## src/verilog/change_detector_map.vh

```
`ifndef CHANGE_DETECTOR_MAP_VH
`define CHANGE_DETECTOR_MAP_VH

// ----------------------------------------------------------------
// Detector control register layout
// ----------------------------------------------------------------
`define CTRL_ADDR            8'h30
`define CTRL_RESET           8'h00
`define CTRL_ENABLE_BIT      7
`define CTRL_POLICY_HI       6
`define CTRL_POLICY_LO       5
`define CTRL_OUT_MODE_BIT    4
`define CTRL_WIN_MODE_BIT    3
`define CTRL_COMBINE_BIT     2
`define CTRL_INSEL_BIT       1
`define CTRL_REFRESH_BIT     0

// ----------------------------------------------------------------
// Reference policy codes
// ----------------------------------------------------------------
`define POLICY_FOLLOW_EVENT  2'h0
`define POLICY_HOLD          2'h1
`define POLICY_SLOPE         2'h2
`define POLICY_ABSOLUTE      2'h3

// ----------------------------------------------------------------
// Widths and fixed values
// ----------------------------------------------------------------
`define SAMPLE_WIDTH         12
`define COUNT_WIDTH          8
`define REF_ZERO             12'h000
`define COUNT_ZERO           8'h00
`define COUNT_ONE            8'h01
`define AXIS_X_ONLY          3'h4

`endif

```

## src/verilog/change_detector_control.v

```verilog
// What this block does
// - Slope policy: reference follows previous sample
// - Absolute policy: reference is zero
// - Outside decrement mode decrements on false
// - Outside flagged: release after count+1 falses
// - Outside clear mode zeroes counter on false
// - Within decrement mode decrements on false
// - Within flagged: release after count+1 falses
// - Within clear mode zeroes counter on false
// - Within combine: AND or OR of axes
// - Input select: axes or magnitude on X
// - Refresh request reloads reference next sample
// - Refresh under absolute policy keeps zero
// - Refresh bit self-clears at the next sample strobe, reload or not
// - Refresh writes accepted active or standby
// - Control bits 4..0 placement fixed
// - Policy 00: first sample, reload on outside event
// - Policy 01: first sample, hold until refresh
// - Policy in bits 6:5, enable bit 7
`timescale 1ns/1ps
`default_nettype none
`include "change_detector_map.vh"

module change_detector_control #(
    parameter SW = `SAMPLE_WIDTH,   // Sample width
    parameter CW = `COUNT_WIDTH     // Debounce count width
) (
    // Clock, reset, clock enable
    input  wire          sys_clk,
    input  wire          rst_b,
    input  wire          clkEnable,
    // Control register port
    input  wire          ctrlWrite,       // One-cycle write strobe
    input  wire [7:0]    ctrlWriteData,
    output wire [7:0]    ctrlReadData,
    // Operating state and sample timing
    input  wire          deviceActive,    // 1 active, 0 standby
    input  wire          sampleStrobe,    // One pulse per output sample period
    // Current decimated, trimmed data
    input  wire [SW-1:0] sampleX,
    input  wire [SW-1:0] sampleY,
    input  wire [SW-1:0] sampleZ,
    input  wire [SW-1:0] magnitude,
    // Per-axis window results from the comparator, X in bit 2
    input  wire [2:0]    outsideAxis,
    input  wire [2:0]    withinAxis,
    input  wire [2:0]    outsideAxisEnable,
    input  wire [2:0]    withinAxisEnable,
    // Debounce thresholds
    input  wire [CW-1:0] outsideDebounceThreshold,
    input  wire [CW-1:0] withinDebounceThreshold,
    // Reference triplet to the comparator
    output reg  [SW-1:0] referenceX,
    output reg  [SW-1:0] referenceY,
    output reg  [SW-1:0] referenceZ,
    // Selected X-channel data
    output reg  [SW-1:0] compareX,
    // Event flags
    output wire          outsideEventFlag,
    output wire          withinEventFlag
);

    // ------------------------------------------------------------
    // Control register fields
    // ------------------------------------------------------------
    reg          detectorEnable;          // Bit 7
    reg  [1:0]   referencePolicy;         // Bits 6:5
    reg          outsideDebounceBehaviour;// Bit 4, 1 = clear
    reg          withinDebounceBehaviour; // Bit 3, 1 = clear
    reg          withinAxisCombine;       // Bit 2, 1 = OR
    reg          inputSelect;             // Bit 1, 1 = magnitude
    reg          referenceRefreshRequest; // Bit 0, self clearing
    reg          firstSamplePending;      // Capture after enable
    reg          lastActive;              // For state-change detect

    // Read-back: all bits straight from flip-flops
    assign ctrlReadData = {detectorEnable, referencePolicy,
                           outsideDebounceBehaviour, withinDebounceBehaviour,
                           withinAxisCombine, inputSelect,
                           referenceRefreshRequest};

    // ------------------------------------------------------------
    // Evaluation and combining
    // ------------------------------------------------------------
    wire         enableRising  = ctrlWrite & ctrlWriteData[`CTRL_ENABLE_BIT] & ~detectorEnable;
    wire         evaluate      = sampleStrobe & detectorEnable & ~firstSamplePending;
    // State change between active and standby restarts the counters
    wire         restartCount  = ~detectorEnable | (deviceActive ^ lastActive);

    // Magnitude input uses the X channel only
    wire [2:0]   channelMask   = inputSelect ? `AXIS_X_ONLY : 3'h7;
    wire [2:0]   outsideUsed   = outsideAxisEnable & channelMask;
    wire [2:0]   withinUsed    = withinAxisEnable & channelMask;

    // Outside result: any enabled axis outside the window
    wire         outsideResult = |(outsideAxis & outsideUsed);
    // Within result: AND or OR over the enabled axes
    wire         withinAnd     = (withinUsed != 3'h0) & ((withinAxis & withinUsed) == withinUsed);
    wire         withinOr      = |(withinAxis & withinUsed);
    wire         withinResult  = withinAxisCombine ? withinOr : withinAnd;

    // Channel data after input selection
    wire [SW-1:0] currentX     = inputSelect ? magnitude : sampleX;

    // ------------------------------------------------------------
    // Control register write and self-clearing refresh
    // ------------------------------------------------------------
    // Refresh completes at the next sample strobe; a new write in that
    // same cycle wins so no request is lost
    always @(posedge sys_clk or negedge rst_b) begin
        if (!rst_b) begin
            detectorEnable           <= 1'b0;
            referencePolicy          <= `POLICY_FOLLOW_EVENT;
            outsideDebounceBehaviour <= 1'b0;
            withinDebounceBehaviour  <= 1'b0;
            withinAxisCombine        <= 1'b0;
            inputSelect              <= 1'b0;
            referenceRefreshRequest  <= 1'b0;
            lastActive               <= 1'b0;
        end else if (clkEnable) begin
            lastActive <= deviceActive;
            if (ctrlWrite) begin
                // Accepted regardless of active or standby state
                detectorEnable           <= ctrlWriteData[`CTRL_ENABLE_BIT];
                referencePolicy          <= ctrlWriteData[`CTRL_POLICY_HI:`CTRL_POLICY_LO];
                outsideDebounceBehaviour <= ctrlWriteData[`CTRL_OUT_MODE_BIT];
                withinDebounceBehaviour  <= ctrlWriteData[`CTRL_WIN_MODE_BIT];
                withinAxisCombine        <= ctrlWriteData[`CTRL_COMBINE_BIT];
                inputSelect              <= ctrlWriteData[`CTRL_INSEL_BIT];
            end
            if (ctrlWrite && ctrlWriteData[`CTRL_REFRESH_BIT]) begin
                // Writing one raises the request in any state
                referenceRefreshRequest <= 1'b1;
            end else if (sampleStrobe) begin
                // Bit drops on this strobe; the reload happens only while enabled
                referenceRefreshRequest <= 1'b0;
            end
        end
    end

    // ------------------------------------------------------------
    // Reference triplet
    // ------------------------------------------------------------
    // Reload decisions for the current sample strobe
    reg loadReference;
    always @* begin
        loadReference = 1'b0;
        if (sampleStrobe && detectorEnable) begin
            if (firstSamplePending || referenceRefreshRequest) begin
                loadReference = 1'b1;
            end else begin
                case (referencePolicy)
                    `POLICY_FOLLOW_EVENT: loadReference = outsideEventFlag;
                    `POLICY_HOLD:         loadReference = 1'b0;
                    `POLICY_SLOPE:        loadReference = 1'b1;
                    default:              loadReference = 1'b0;
                endcase
            end
        end
    end

    // Absolute policy pins the reference at zero; a refresh there is void
    always @(posedge sys_clk or negedge rst_b) begin
        if (!rst_b) begin
            referenceX         <= `REF_ZERO;
            referenceY         <= `REF_ZERO;
            referenceZ         <= `REF_ZERO;
            firstSamplePending <= 1'b0;
        end else if (clkEnable) begin
            if (enableRising) begin
                // Enabling initialises the reference per the policy
                firstSamplePending <= 1'b1;
            end else if (sampleStrobe && detectorEnable) begin
                firstSamplePending <= 1'b0;
            end
            if (referencePolicy == `POLICY_ABSOLUTE) begin
                referenceX <= `REF_ZERO;
                referenceY <= `REF_ZERO;
                referenceZ <= `REF_ZERO;
            end else if (loadReference) begin
                // Slope: stored after evaluation, used next period
                referenceX <= currentX;
                referenceY <= sampleY;
                referenceZ <= sampleZ;
            end
        end
    end

    // ------------------------------------------------------------
    // Selected channel data to the comparator
    // ------------------------------------------------------------
    // Registered so the comparator sees stable data between strobes
    always @(posedge sys_clk or negedge rst_b) begin
        if (!rst_b) begin
            compareX <= `REF_ZERO;
        end else if (clkEnable && sampleStrobe) begin
            compareX <= currentX;
        end
    end

    // ------------------------------------------------------------
    // Debounce counters
    // ------------------------------------------------------------
    // Magnitude input without the host's magnitude calculation gives
    // meaningless results; this block cannot detect that case
    debounce_counter #(
        .WIDTH (CW)
    ) outsideDebounce (
        .sys_clk   (sys_clk),
        .rst_b     (rst_b),
        .clkEnable (clkEnable),
        .step      (evaluate),
        .restart   (restartCount),
        .clearMode (outsideDebounceBehaviour),
        .condition (outsideResult),
        .threshold (outsideDebounceThreshold),
        .count     (),
        .eventFlag (outsideEventFlag)
    );

    debounce_counter #(
        .WIDTH (CW)
    ) withinDebounce (
        .sys_clk   (sys_clk),
        .rst_b     (rst_b),
        .clkEnable (clkEnable),
        .step      (evaluate),
        .restart   (restartCount),
        .clearMode (withinDebounceBehaviour),
        .condition (withinResult),
        .threshold (withinDebounceThreshold),
        .count     (),
        .eventFlag (withinEventFlag)
    );

endmodule // change_detector_control
`default_nettype wire

```

## src/verilog/debounce_counter.v

```verilog
`timescale 1ns/1ps
`default_nettype none
`include "change_detector_map.vh"

// ----------------------------------------------------------------
// One debounce counter with its event flag
// ----------------------------------------------------------------
module debounce_counter #(
    parameter WIDTH = `COUNT_WIDTH
) (
    // Clock, reset, enable
    input  wire             sys_clk,
    input  wire             rst_b,
    input  wire             clkEnable,
    // Control
    input  wire             step,        // One sample period evaluated
    input  wire             restart,     // Clears count and flag
    input  wire             clearMode,   // 1: clear on false, 0: decrement
    input  wire             condition,   // Combined result this period
    input  wire [WIDTH-1:0] threshold,   // Programmed debounce count
    // Results
    output reg  [WIDTH-1:0] count,
    output reg              eventFlag
);

    localparam [WIDTH-1:0] ZERO = {WIDTH{1'b0}};
    localparam [WIDTH-1:0] ONE  = {{(WIDTH-1){1'b0}}, 1'b1};

    // Count up while true, release per mode while false
    always @(posedge sys_clk or negedge rst_b) begin
        if (!rst_b) begin
            count     <= ZERO;
            eventFlag <= 1'b0;
        end else if (clkEnable) begin
            if (restart) begin
                count     <= ZERO;
                eventFlag <= 1'b0;
            end else if (step) begin
                if (condition) begin
                    if (eventFlag) begin
                        // Re-arm the release window to the full count
                        count <= threshold;
                    end else if (count >= threshold) begin
                        eventFlag <= 1'b1;
                    end else begin
                        count <= count + ONE;
                        if (count + ONE == threshold)
                            eventFlag <= 1'b1;
                    end
                end else if (clearMode) begin
                    // Any false period drops the count at once
                    count     <= ZERO;
                    eventFlag <= 1'b0;
                end else if (count == ZERO) begin
                    // Count+1 false periods needed before release
                    eventFlag <= 1'b0;
                end else begin
                    // Saturating decrement, never wraps below zero
                    count <= count - ONE;
                end
            end
        end
    end

endmodule // debounce_counter
`default_nettype wire
```

## config.mk

```make
export PLATFORM = sky130hd
export DESIGN_NAME = change_detector_control
export DESIGN_NICKNAME = d
export VERILOG_FILES = /design/src/verilog/change_detector_control.v /design/src/verilog/debounce_counter.v
export VERILOG_INCLUDE_DIRS = /design/src /design/src/verilog
export SDC_FILE = /design/constraint.sdc
export NUM_CORES = 1
export LEC_CHECK = 0
export BUFFER_PORTS_ARGS = -buffer_cell sky130_fd_sc_hd__buf_2
export CAP_MARGIN = 5
export CORE_UTILIZATION = 39
export CTS_BUF_LIST = sky130_fd_sc_hd__clkbuf_8
export DETAILED_ROUTE_END_ITERATION = 8
export PLACE_DENSITY = 0.66
export SLEW_MARGIN = 5
export SYNTH_ARGS = -nofsm -noshare
export SYNTH_HDL_FRONTEND = slang
export SYNTH_HIERARCHICAL = 1
export SYNTH_SLANG_ARGS = --single-unit
```

## constraint.sdc

```tcl
create_clock -name sys_clk -period 7.55 [get_ports sys_clk]
set_clock_uncertainty 0.15 [all_clocks]
set_input_delay 1.51 -clock sys_clk [delete_from_list [all_inputs] [get_ports sys_clk]]
set_output_delay 1.51 -clock sys_clk [all_outputs]
set_load 0.05 [all_outputs]
```

=== After elaboration in Yosys (flattened, before gate mapping) ===
Index checks and enable logic that the tools add are counted.

* Bits in writable memories: 0
* Memory bits (read-only): 0
* Word-level logic and storage cells: 115
* Memories kept: 0
* Bits in latches: 0
* Bits in registers: 76
* Output and inout bits: 58

* Equal/unequal tests: 9
* Bitwise logic cells: 13
* $add $sub $neg: 4
* Mux-type cells: 46
* Multiply operators: 0
* Reduce and logical (&&, ||, !) cells: 24
* $lt $le $gt $ge: 2
* Divide/modulo/power cells: 0
* Shifts and indexed selects: 0

{| class="wikitable"
|+ Operators with widths
! kind !! count
|-
| $mux 8 || 14
|-
| $mux 12 || 7
|-
| $mux 1 || 23
|-
| $add 8x1->8 const B || 2
|-
| $eq 8x8->1 || 2
|-
| $ge 8x8->1 || 2
|-
| $logic_not 8->1 || 2
|-
| $sub 8x1->8 const B || 2
|-
| $and 3x3->3 || 4
|-
| $ne 4x3->1 const B || 2
|-
| $reduce_and 2->1 || 4
|-
| $reduce_and 4->1 || 2
|-
| $reduce_bool 2->1 || 4
|-
| $reduce_bool 4->1 || 2
|-
| $reduce_and 3->1 || 2
|-
| $reduce_or 3->1 || 2
|-
| $and 1x1->1 || 5
|-
| $eq 2x2->1 const B || 2
|-
| $ne 4x2->1 const B || 1
|-
| $ne 4x4->1 const B || 1
|-
| $eq 3x3->1 || 1
|-
| $logic_and 1x1->1 || 3
|-
| $reduce_bool 3->1 || 1
|-
| $logic_not 2->1 || 1
|-
| 6 further kinds || 7
|}

=== Logic depth before layout (Yosys ltp) ===
* Depth in word-level cells: 9
* Gate-level depth with buffers: 11

=== By module ===
Netlist, hierarchy kept.

{| class="wikitable"
|+ By module, submodules not included
! module !! instances !! area each (µm²) !! seq. area each (µm²) !! cells each
|-
| change_detector_control || 1 || 2458.6 || 1451.4 || 185
|-
| debounce_counter at withinDebounce || 1 || 1276.2 || 225.2 || 160
|-
| debounce_counter at outsideDebounce || 1 || 1184.9 || 225.2 || 150
|}

=== Worst setup path before layout ===
OpenSTA, ideal clock, no wires.

* Kind: in2reg
* Start: input port withinAxisEnable[1]
* End: register withinDebounce.count[4]
* Setup slack: 3.947 ns
* Arrival time: 3.328 ns
* Library setup time: 0.125 ns
* Required time: 7.275 ns
* Stages: 9
* Path buffers: 2
* Cells stage by stage: nor2b_1 -> o21ai_0 -> a32o_1 -> or2_2 -> bufbuf_8 -> or2_1 -> buf_6 -> a21boi_4 -> mux2_4

* Word-level cells in the longest chain between the ends: 8
* Elaborated cells between the ends (all ways): 13
* Those cells by class: 3 x eq/ne; 4 x mux; 3 x bitwise; 3 x reduce/logical

{| class="wikitable"
|+ RTL lines
! what !! RTL line !! source
|-
| start, declared || change_detector_control.v:48 || <nowiki>input wire [2:0] withinAxisEnable,</nowiki>
|-
| $and 3x3->3 * || change_detector_control.v:93 || <nowiki>wire [2:0] withinUsed = withinAxisEnable & channelMask;</nowiki>
|-
| $and 3x3->3 || change_detector_control.v:98, change_detector_control.v:99 ||
|-
| $eq 3x3->1 || change_detector_control.v:98 || <nowiki>wire withinAnd = (withinUsed != 3'h0) & ((withinAxis & withinUsed) == withinUsed);</nowiki>
|-
| $and 1x1->1 || change_detector_control.v:98 ||
|-
| $mux 1 * || change_detector_control.v:100 || <nowiki>wire withinResult = withinAxisCombine ? withinOr : withinAnd;</nowiki>
|-
| via withinResult || change_detector_control.v:100 ||
|-
| $mux 8 || debounce_counter.v:39 || <nowiki>if (condition) begin</nowiki>
|-
| $mux 8 || debounce_counter.v:38 || <nowiki>end else if (step) begin</nowiki>
|-
| $mux 8 || debounce_counter.v:35 || <nowiki>if (restart) begin</nowiki>
|-
| end signal, assigned || debounce_counter.v:42 || <nowiki>count <= threshold;</nowiki>
|-
| end signal, assigned || debounce_counter.v:46 || <nowiki>count <= count + ONE;</nowiki>
|-
| end signal, assigned || debounce_counter.v:59 || <nowiki>count <= count - ONE;</nowiki>
|-
| end, declared || debounce_counter.v:22 || <nowiki>output reg [WIDTH-1:0] count,</nowiki>
|}

The timed path passes the listed nets; every way through them passes the cells marked *. The select of a mux whose other input is x is not followed.
A chain may end at the register's enable or synchronous reset.

=== Worst setup path after layout ===
* Start: input port withinAxisEnable[1]
* End: register withinDebounce.count[6]

The elaborated chain is that of the path after synthesis.

==> impl_metrics.json <==
{
  "worst-path-buf-inv": 1,
  "ys_types": 66,
  "maxCapViolCount": 0,
  "worst_slew_margin_rel_pct": 24.73,
  "setup_slack_ns": 3.972,
  "grt_setup_unrepaired": "no",
  "layout-drive-gt1-share_pct": 33.97,
  "slew_worst_pin_ns": 1.124,
  "cts_root_buffer": "clkbuf_8",
  "overflow": 0,
  "lkg_pwr_nw": 2.900,
  "gp_congestion": 0.8937,
  "vias": 4267,
  "h-tree-depth": 3,
  "cell_with_the_biggest_individual_delay_on_the_critical_path": "a32o_1",
  "layout.nets": 734,
  "met1Wirelength_um": 5915,
  "mostFrequentLayoutCells": "buf_2, dfrtp_1, nand2_1",
  "post_synthesis_async_set_or_reset_flop_share_pct": 100.0,
  "rr_worst_depth": 8,
  "tritoncts_clock_tree": "yes",
  "io_pins": 148,
  "met3RoutedLength_um": 970,
  "num_rows": 40,
  "cts_made_buffers": 9,
  "insertedDiodeCount": 0,
  "cts_sinks": 76,
  "cell_area_synth_um2": 4920,
  "cts_hold_buffers": 0,
  "critical_path.startpoint_type": "input pin",
  "placedCellCount": 779,
  "drc": 0,
  "floorplan.core_area_um2": 12160,
  "timing.critical_path.max_delay_family": "compound AO/OA/AOI/OAI gates",
  "ys.flop_type": "dfrtp_1",
  "most_common_cell_after_layout_fill_and_taps_aside": "buf_2",
  "timing.rr.start": "inputSelect$_DFFE_PN0P_",
  "syn2layout_area_growth_pct": 18.57,
  "postLayoutCoreUtil_pct": 47.96,
  "worst-r2r-setup-slack_ns": 4.43,
  "clkTransAtPathRegs_ns": 0.09,
  "floorplan.die_area_um2": 13070,
  "post_synth.cell_area_avg_um2": 9.939,
  "detailedRoute.firstPassIterationCount": 6,
  "flop_and_latch_count_out_of_synthesis": 76,
  "postCtsResizedCells": 0,
  "pre_cts_slack_ns": 3.675,
  "dr_wl_met2_um": 5789,
  "vias_in_the_first_global_route": 4249,
  "crit_end": "withinDebounce/count[6]$_DFFE_PN0P_",
  "routed_wire_length_per_instance_um": 16.17,
  "critPathArrivalTime_ns": 3.66,
  "maxSlewViolCount": 0,
  "hold_class": "reg -> reg",
  "layoutNonFillerInstCount": 795,
  "cpPeakStageDelay_ns": 0.45,
  "achievable-frequency_ghz": 0.2795,
  "synthesis.yosys.warnings": 6,
  "timing.critical_path.depth": 9,
  "vias_per_cell": 5.367,
  "drt-total-wl_um": 12850,
  "synth.net_count": 607,
  "synth-seq-area-share_pct": 38.66,
  "power_density_nw_per_um2": 271.1,
  "highest_layer": "met4",
  "finalSetupViolCount": 0,
  "design_area_um2": 5833,
  "timing.final.crit_share_pct": 47.40,
  "critical_path_peak_fanout": 12,
  "irDropWorstVdd_mv": 0.1669,
  "syn_inst": 495,
  "critical_path_required_ns": 7.63,
  "placement.cell_area_um2": 5632,
  "timing_worst_setup_path_type": "in -> reg",
  "height_of_the_die_um": 114.3,
  "antenna_found_initial": 0,
  "cts_setup_buffers": 0,
  "critical_path.startpoint": "withinAxisEnable[1]",
  "placed_wire_length_estimate_after_detailed_placement_um": 9529,
  "final_hold_viols": 0,
  "die_x_um": 114.3,
  "first_pass_grt_wire_length_um": 20980,
  "path_cells": "buf_2 > nor2b_1 > o31ai_1 > a32o_1 > nand2b_1 > a21oi_1 > a21oi_4 > a21boi_4 > mux2_4",
  "dr.first_iter.drc_count": 177,
  "groute.usage.overall_pct": 20.41,
  "outcome": "completed",
  "post-route-min-period_ns": 3.578,
  "synth_edf_count": 0,
  "end_kind": "flip-flop",
  "antenna_left": 0,
  "cts_buffer_depth": 2,
  "fin_setup_tns_ns": 0,
  "grt_start_max_net_pins": 77,
  "critical_path.reg2reg.endpoint": "withinDebounce/count[6]$_DFFE_PN0P_",
  "place.port_buffers": 147,
  "initial_core_util_pct": 40.45,
  "clock_insertion_delay_worst_skew_ns": 0.35
}
[power by group]
group | total (mW) | switching, mW | internal, mW
sequential | 0.571 | 0.0863 | 0.485
combinational | 0.688 | 0.454 | 0.234
clock | 0.322 | 0.167 | 0.155
[how the worst min path moves through the flow]
stage	cells past startpoint	startpoint	slack [ns]	end
finish	2	compareX[10]$_DFFE_PN0P_	0.33	compareX[10]$_DFFE_PN0P_
CTS	2	compareX[10]$_DFFE_PN0P_	0.34	compareX[10]$_DFFE_PN0P_
global placement	2	compareX[3]$_DFFE_PN0P_	0.31	compareX[3]$_DFFE_PN0P_
floorplan	1	detectorEnable$_DFFE_PN0P_	0.34	firstSamplePending$_DFFE_PN0P_
global route	1	referenceX[2]$_DFFE_PN0P_	0.36	referenceX[2]$_DFFE_PN0P_
detailed placement	2	compareX[10]$_DFFE_PN0P_	0.32	compareX[10]$_DFFE_PN0P_
[registers in the layout, indices dropped and copies added (netlist names)]
register / flops
outsideDebounceBehaviour: 1
referenceRefreshRequest: 1
withinAxisCombine: 1
compareX: 12
outsideDebounce/count: 8
withinDebounce/count: 8
outsideDebounce/eventFlag: 1
firstSamplePending: 1
detectorEnable: 1
referenceY: 12
referenceX: 12
inputSelect: 1
withinDebounceBehaviour: 1
withinDebounce/eventFlag: 1
referencePolicy: 2
lastActive: 1
referenceZ: 12
[per-layer routing]
metal / GRT usage [%] / up-vias
met5: 0 / -
met4: 5.281 / 0
met3: 5.453 / 15
met2: 32.69 / 173
met1: 27.34 / 2030
li1: - / 2049
[cell families after synthesis]
kind of cell,synth area share [%]
buffers and inverters,7.020
flip-flops,38.66
XOR/XNOR,5.875
AND/OR/NAND/NOR,12.61
AO/OA/AOI/OAI,24.16
adder cells (fa/ha/maj),5.595
multiplexers,6.078
[final cells by class]
cell class	count	area, µm²
fill	1179	6329
multi-input combinational	361	2673
sequential	76	1902
timing repair buffer	149	753.2
tap	168	210.2
clock buffer	9	123.9
inverter	25	93.84
clock inverter	7	77.57
[worst min-delay path, delay by kind of cell (launching register included)]
family | cells | cell delay, ns
AO/OA/AOI/OAI | 1 | 0.05
flip-flops | 1 | 0.35
AND/OR/NAND/NOR | 1 | 0.04
[metrics by stage]
stage	hold WS, ns	power (mW)
6_report	0.3309	1.582
5_1_grt	0.3613	1.669
4_1_cts	0.3363	1.592
3_5_place_dp	0.3157	1.264
3_3_place_gp	0.3088	1.250
2_1_floorplan	0.3381	1.105
[synth_stat cells (4+ instances only)]
master	n	area, µm²
a21oi_1	21	105.1
a22o_1	7	61.31
a22o_2	21	210.2
a22oi_1	5	37.54
a31oi_1	7	43.79
and3_1	6	37.54
buf_2	8	40.04
buf_4	6	45.04
buf_6	8	90.09
clkbuf_1	8	30.03
dfrtp_1	76	1902
ha_1	22	275.3
inv_1	25	93.84
mux2_2	11	123.9
mux2i_1	13	130.1
nand2_1	36	135.1
nand2b_1	8	50.05
nand3_1	18	90.09
nor2_1	25	93.84
nor3_1	11	55.05
o211ai_1	5	37.54
o21a_1	5	37.54
o21ai_0	34	170.2
o2bb2ai_1	16	140.1
or3_1	4	25.02
xnor2_1	22	192.7
xor2_1	11	96.34
Power figures use the tool's default switching activity.
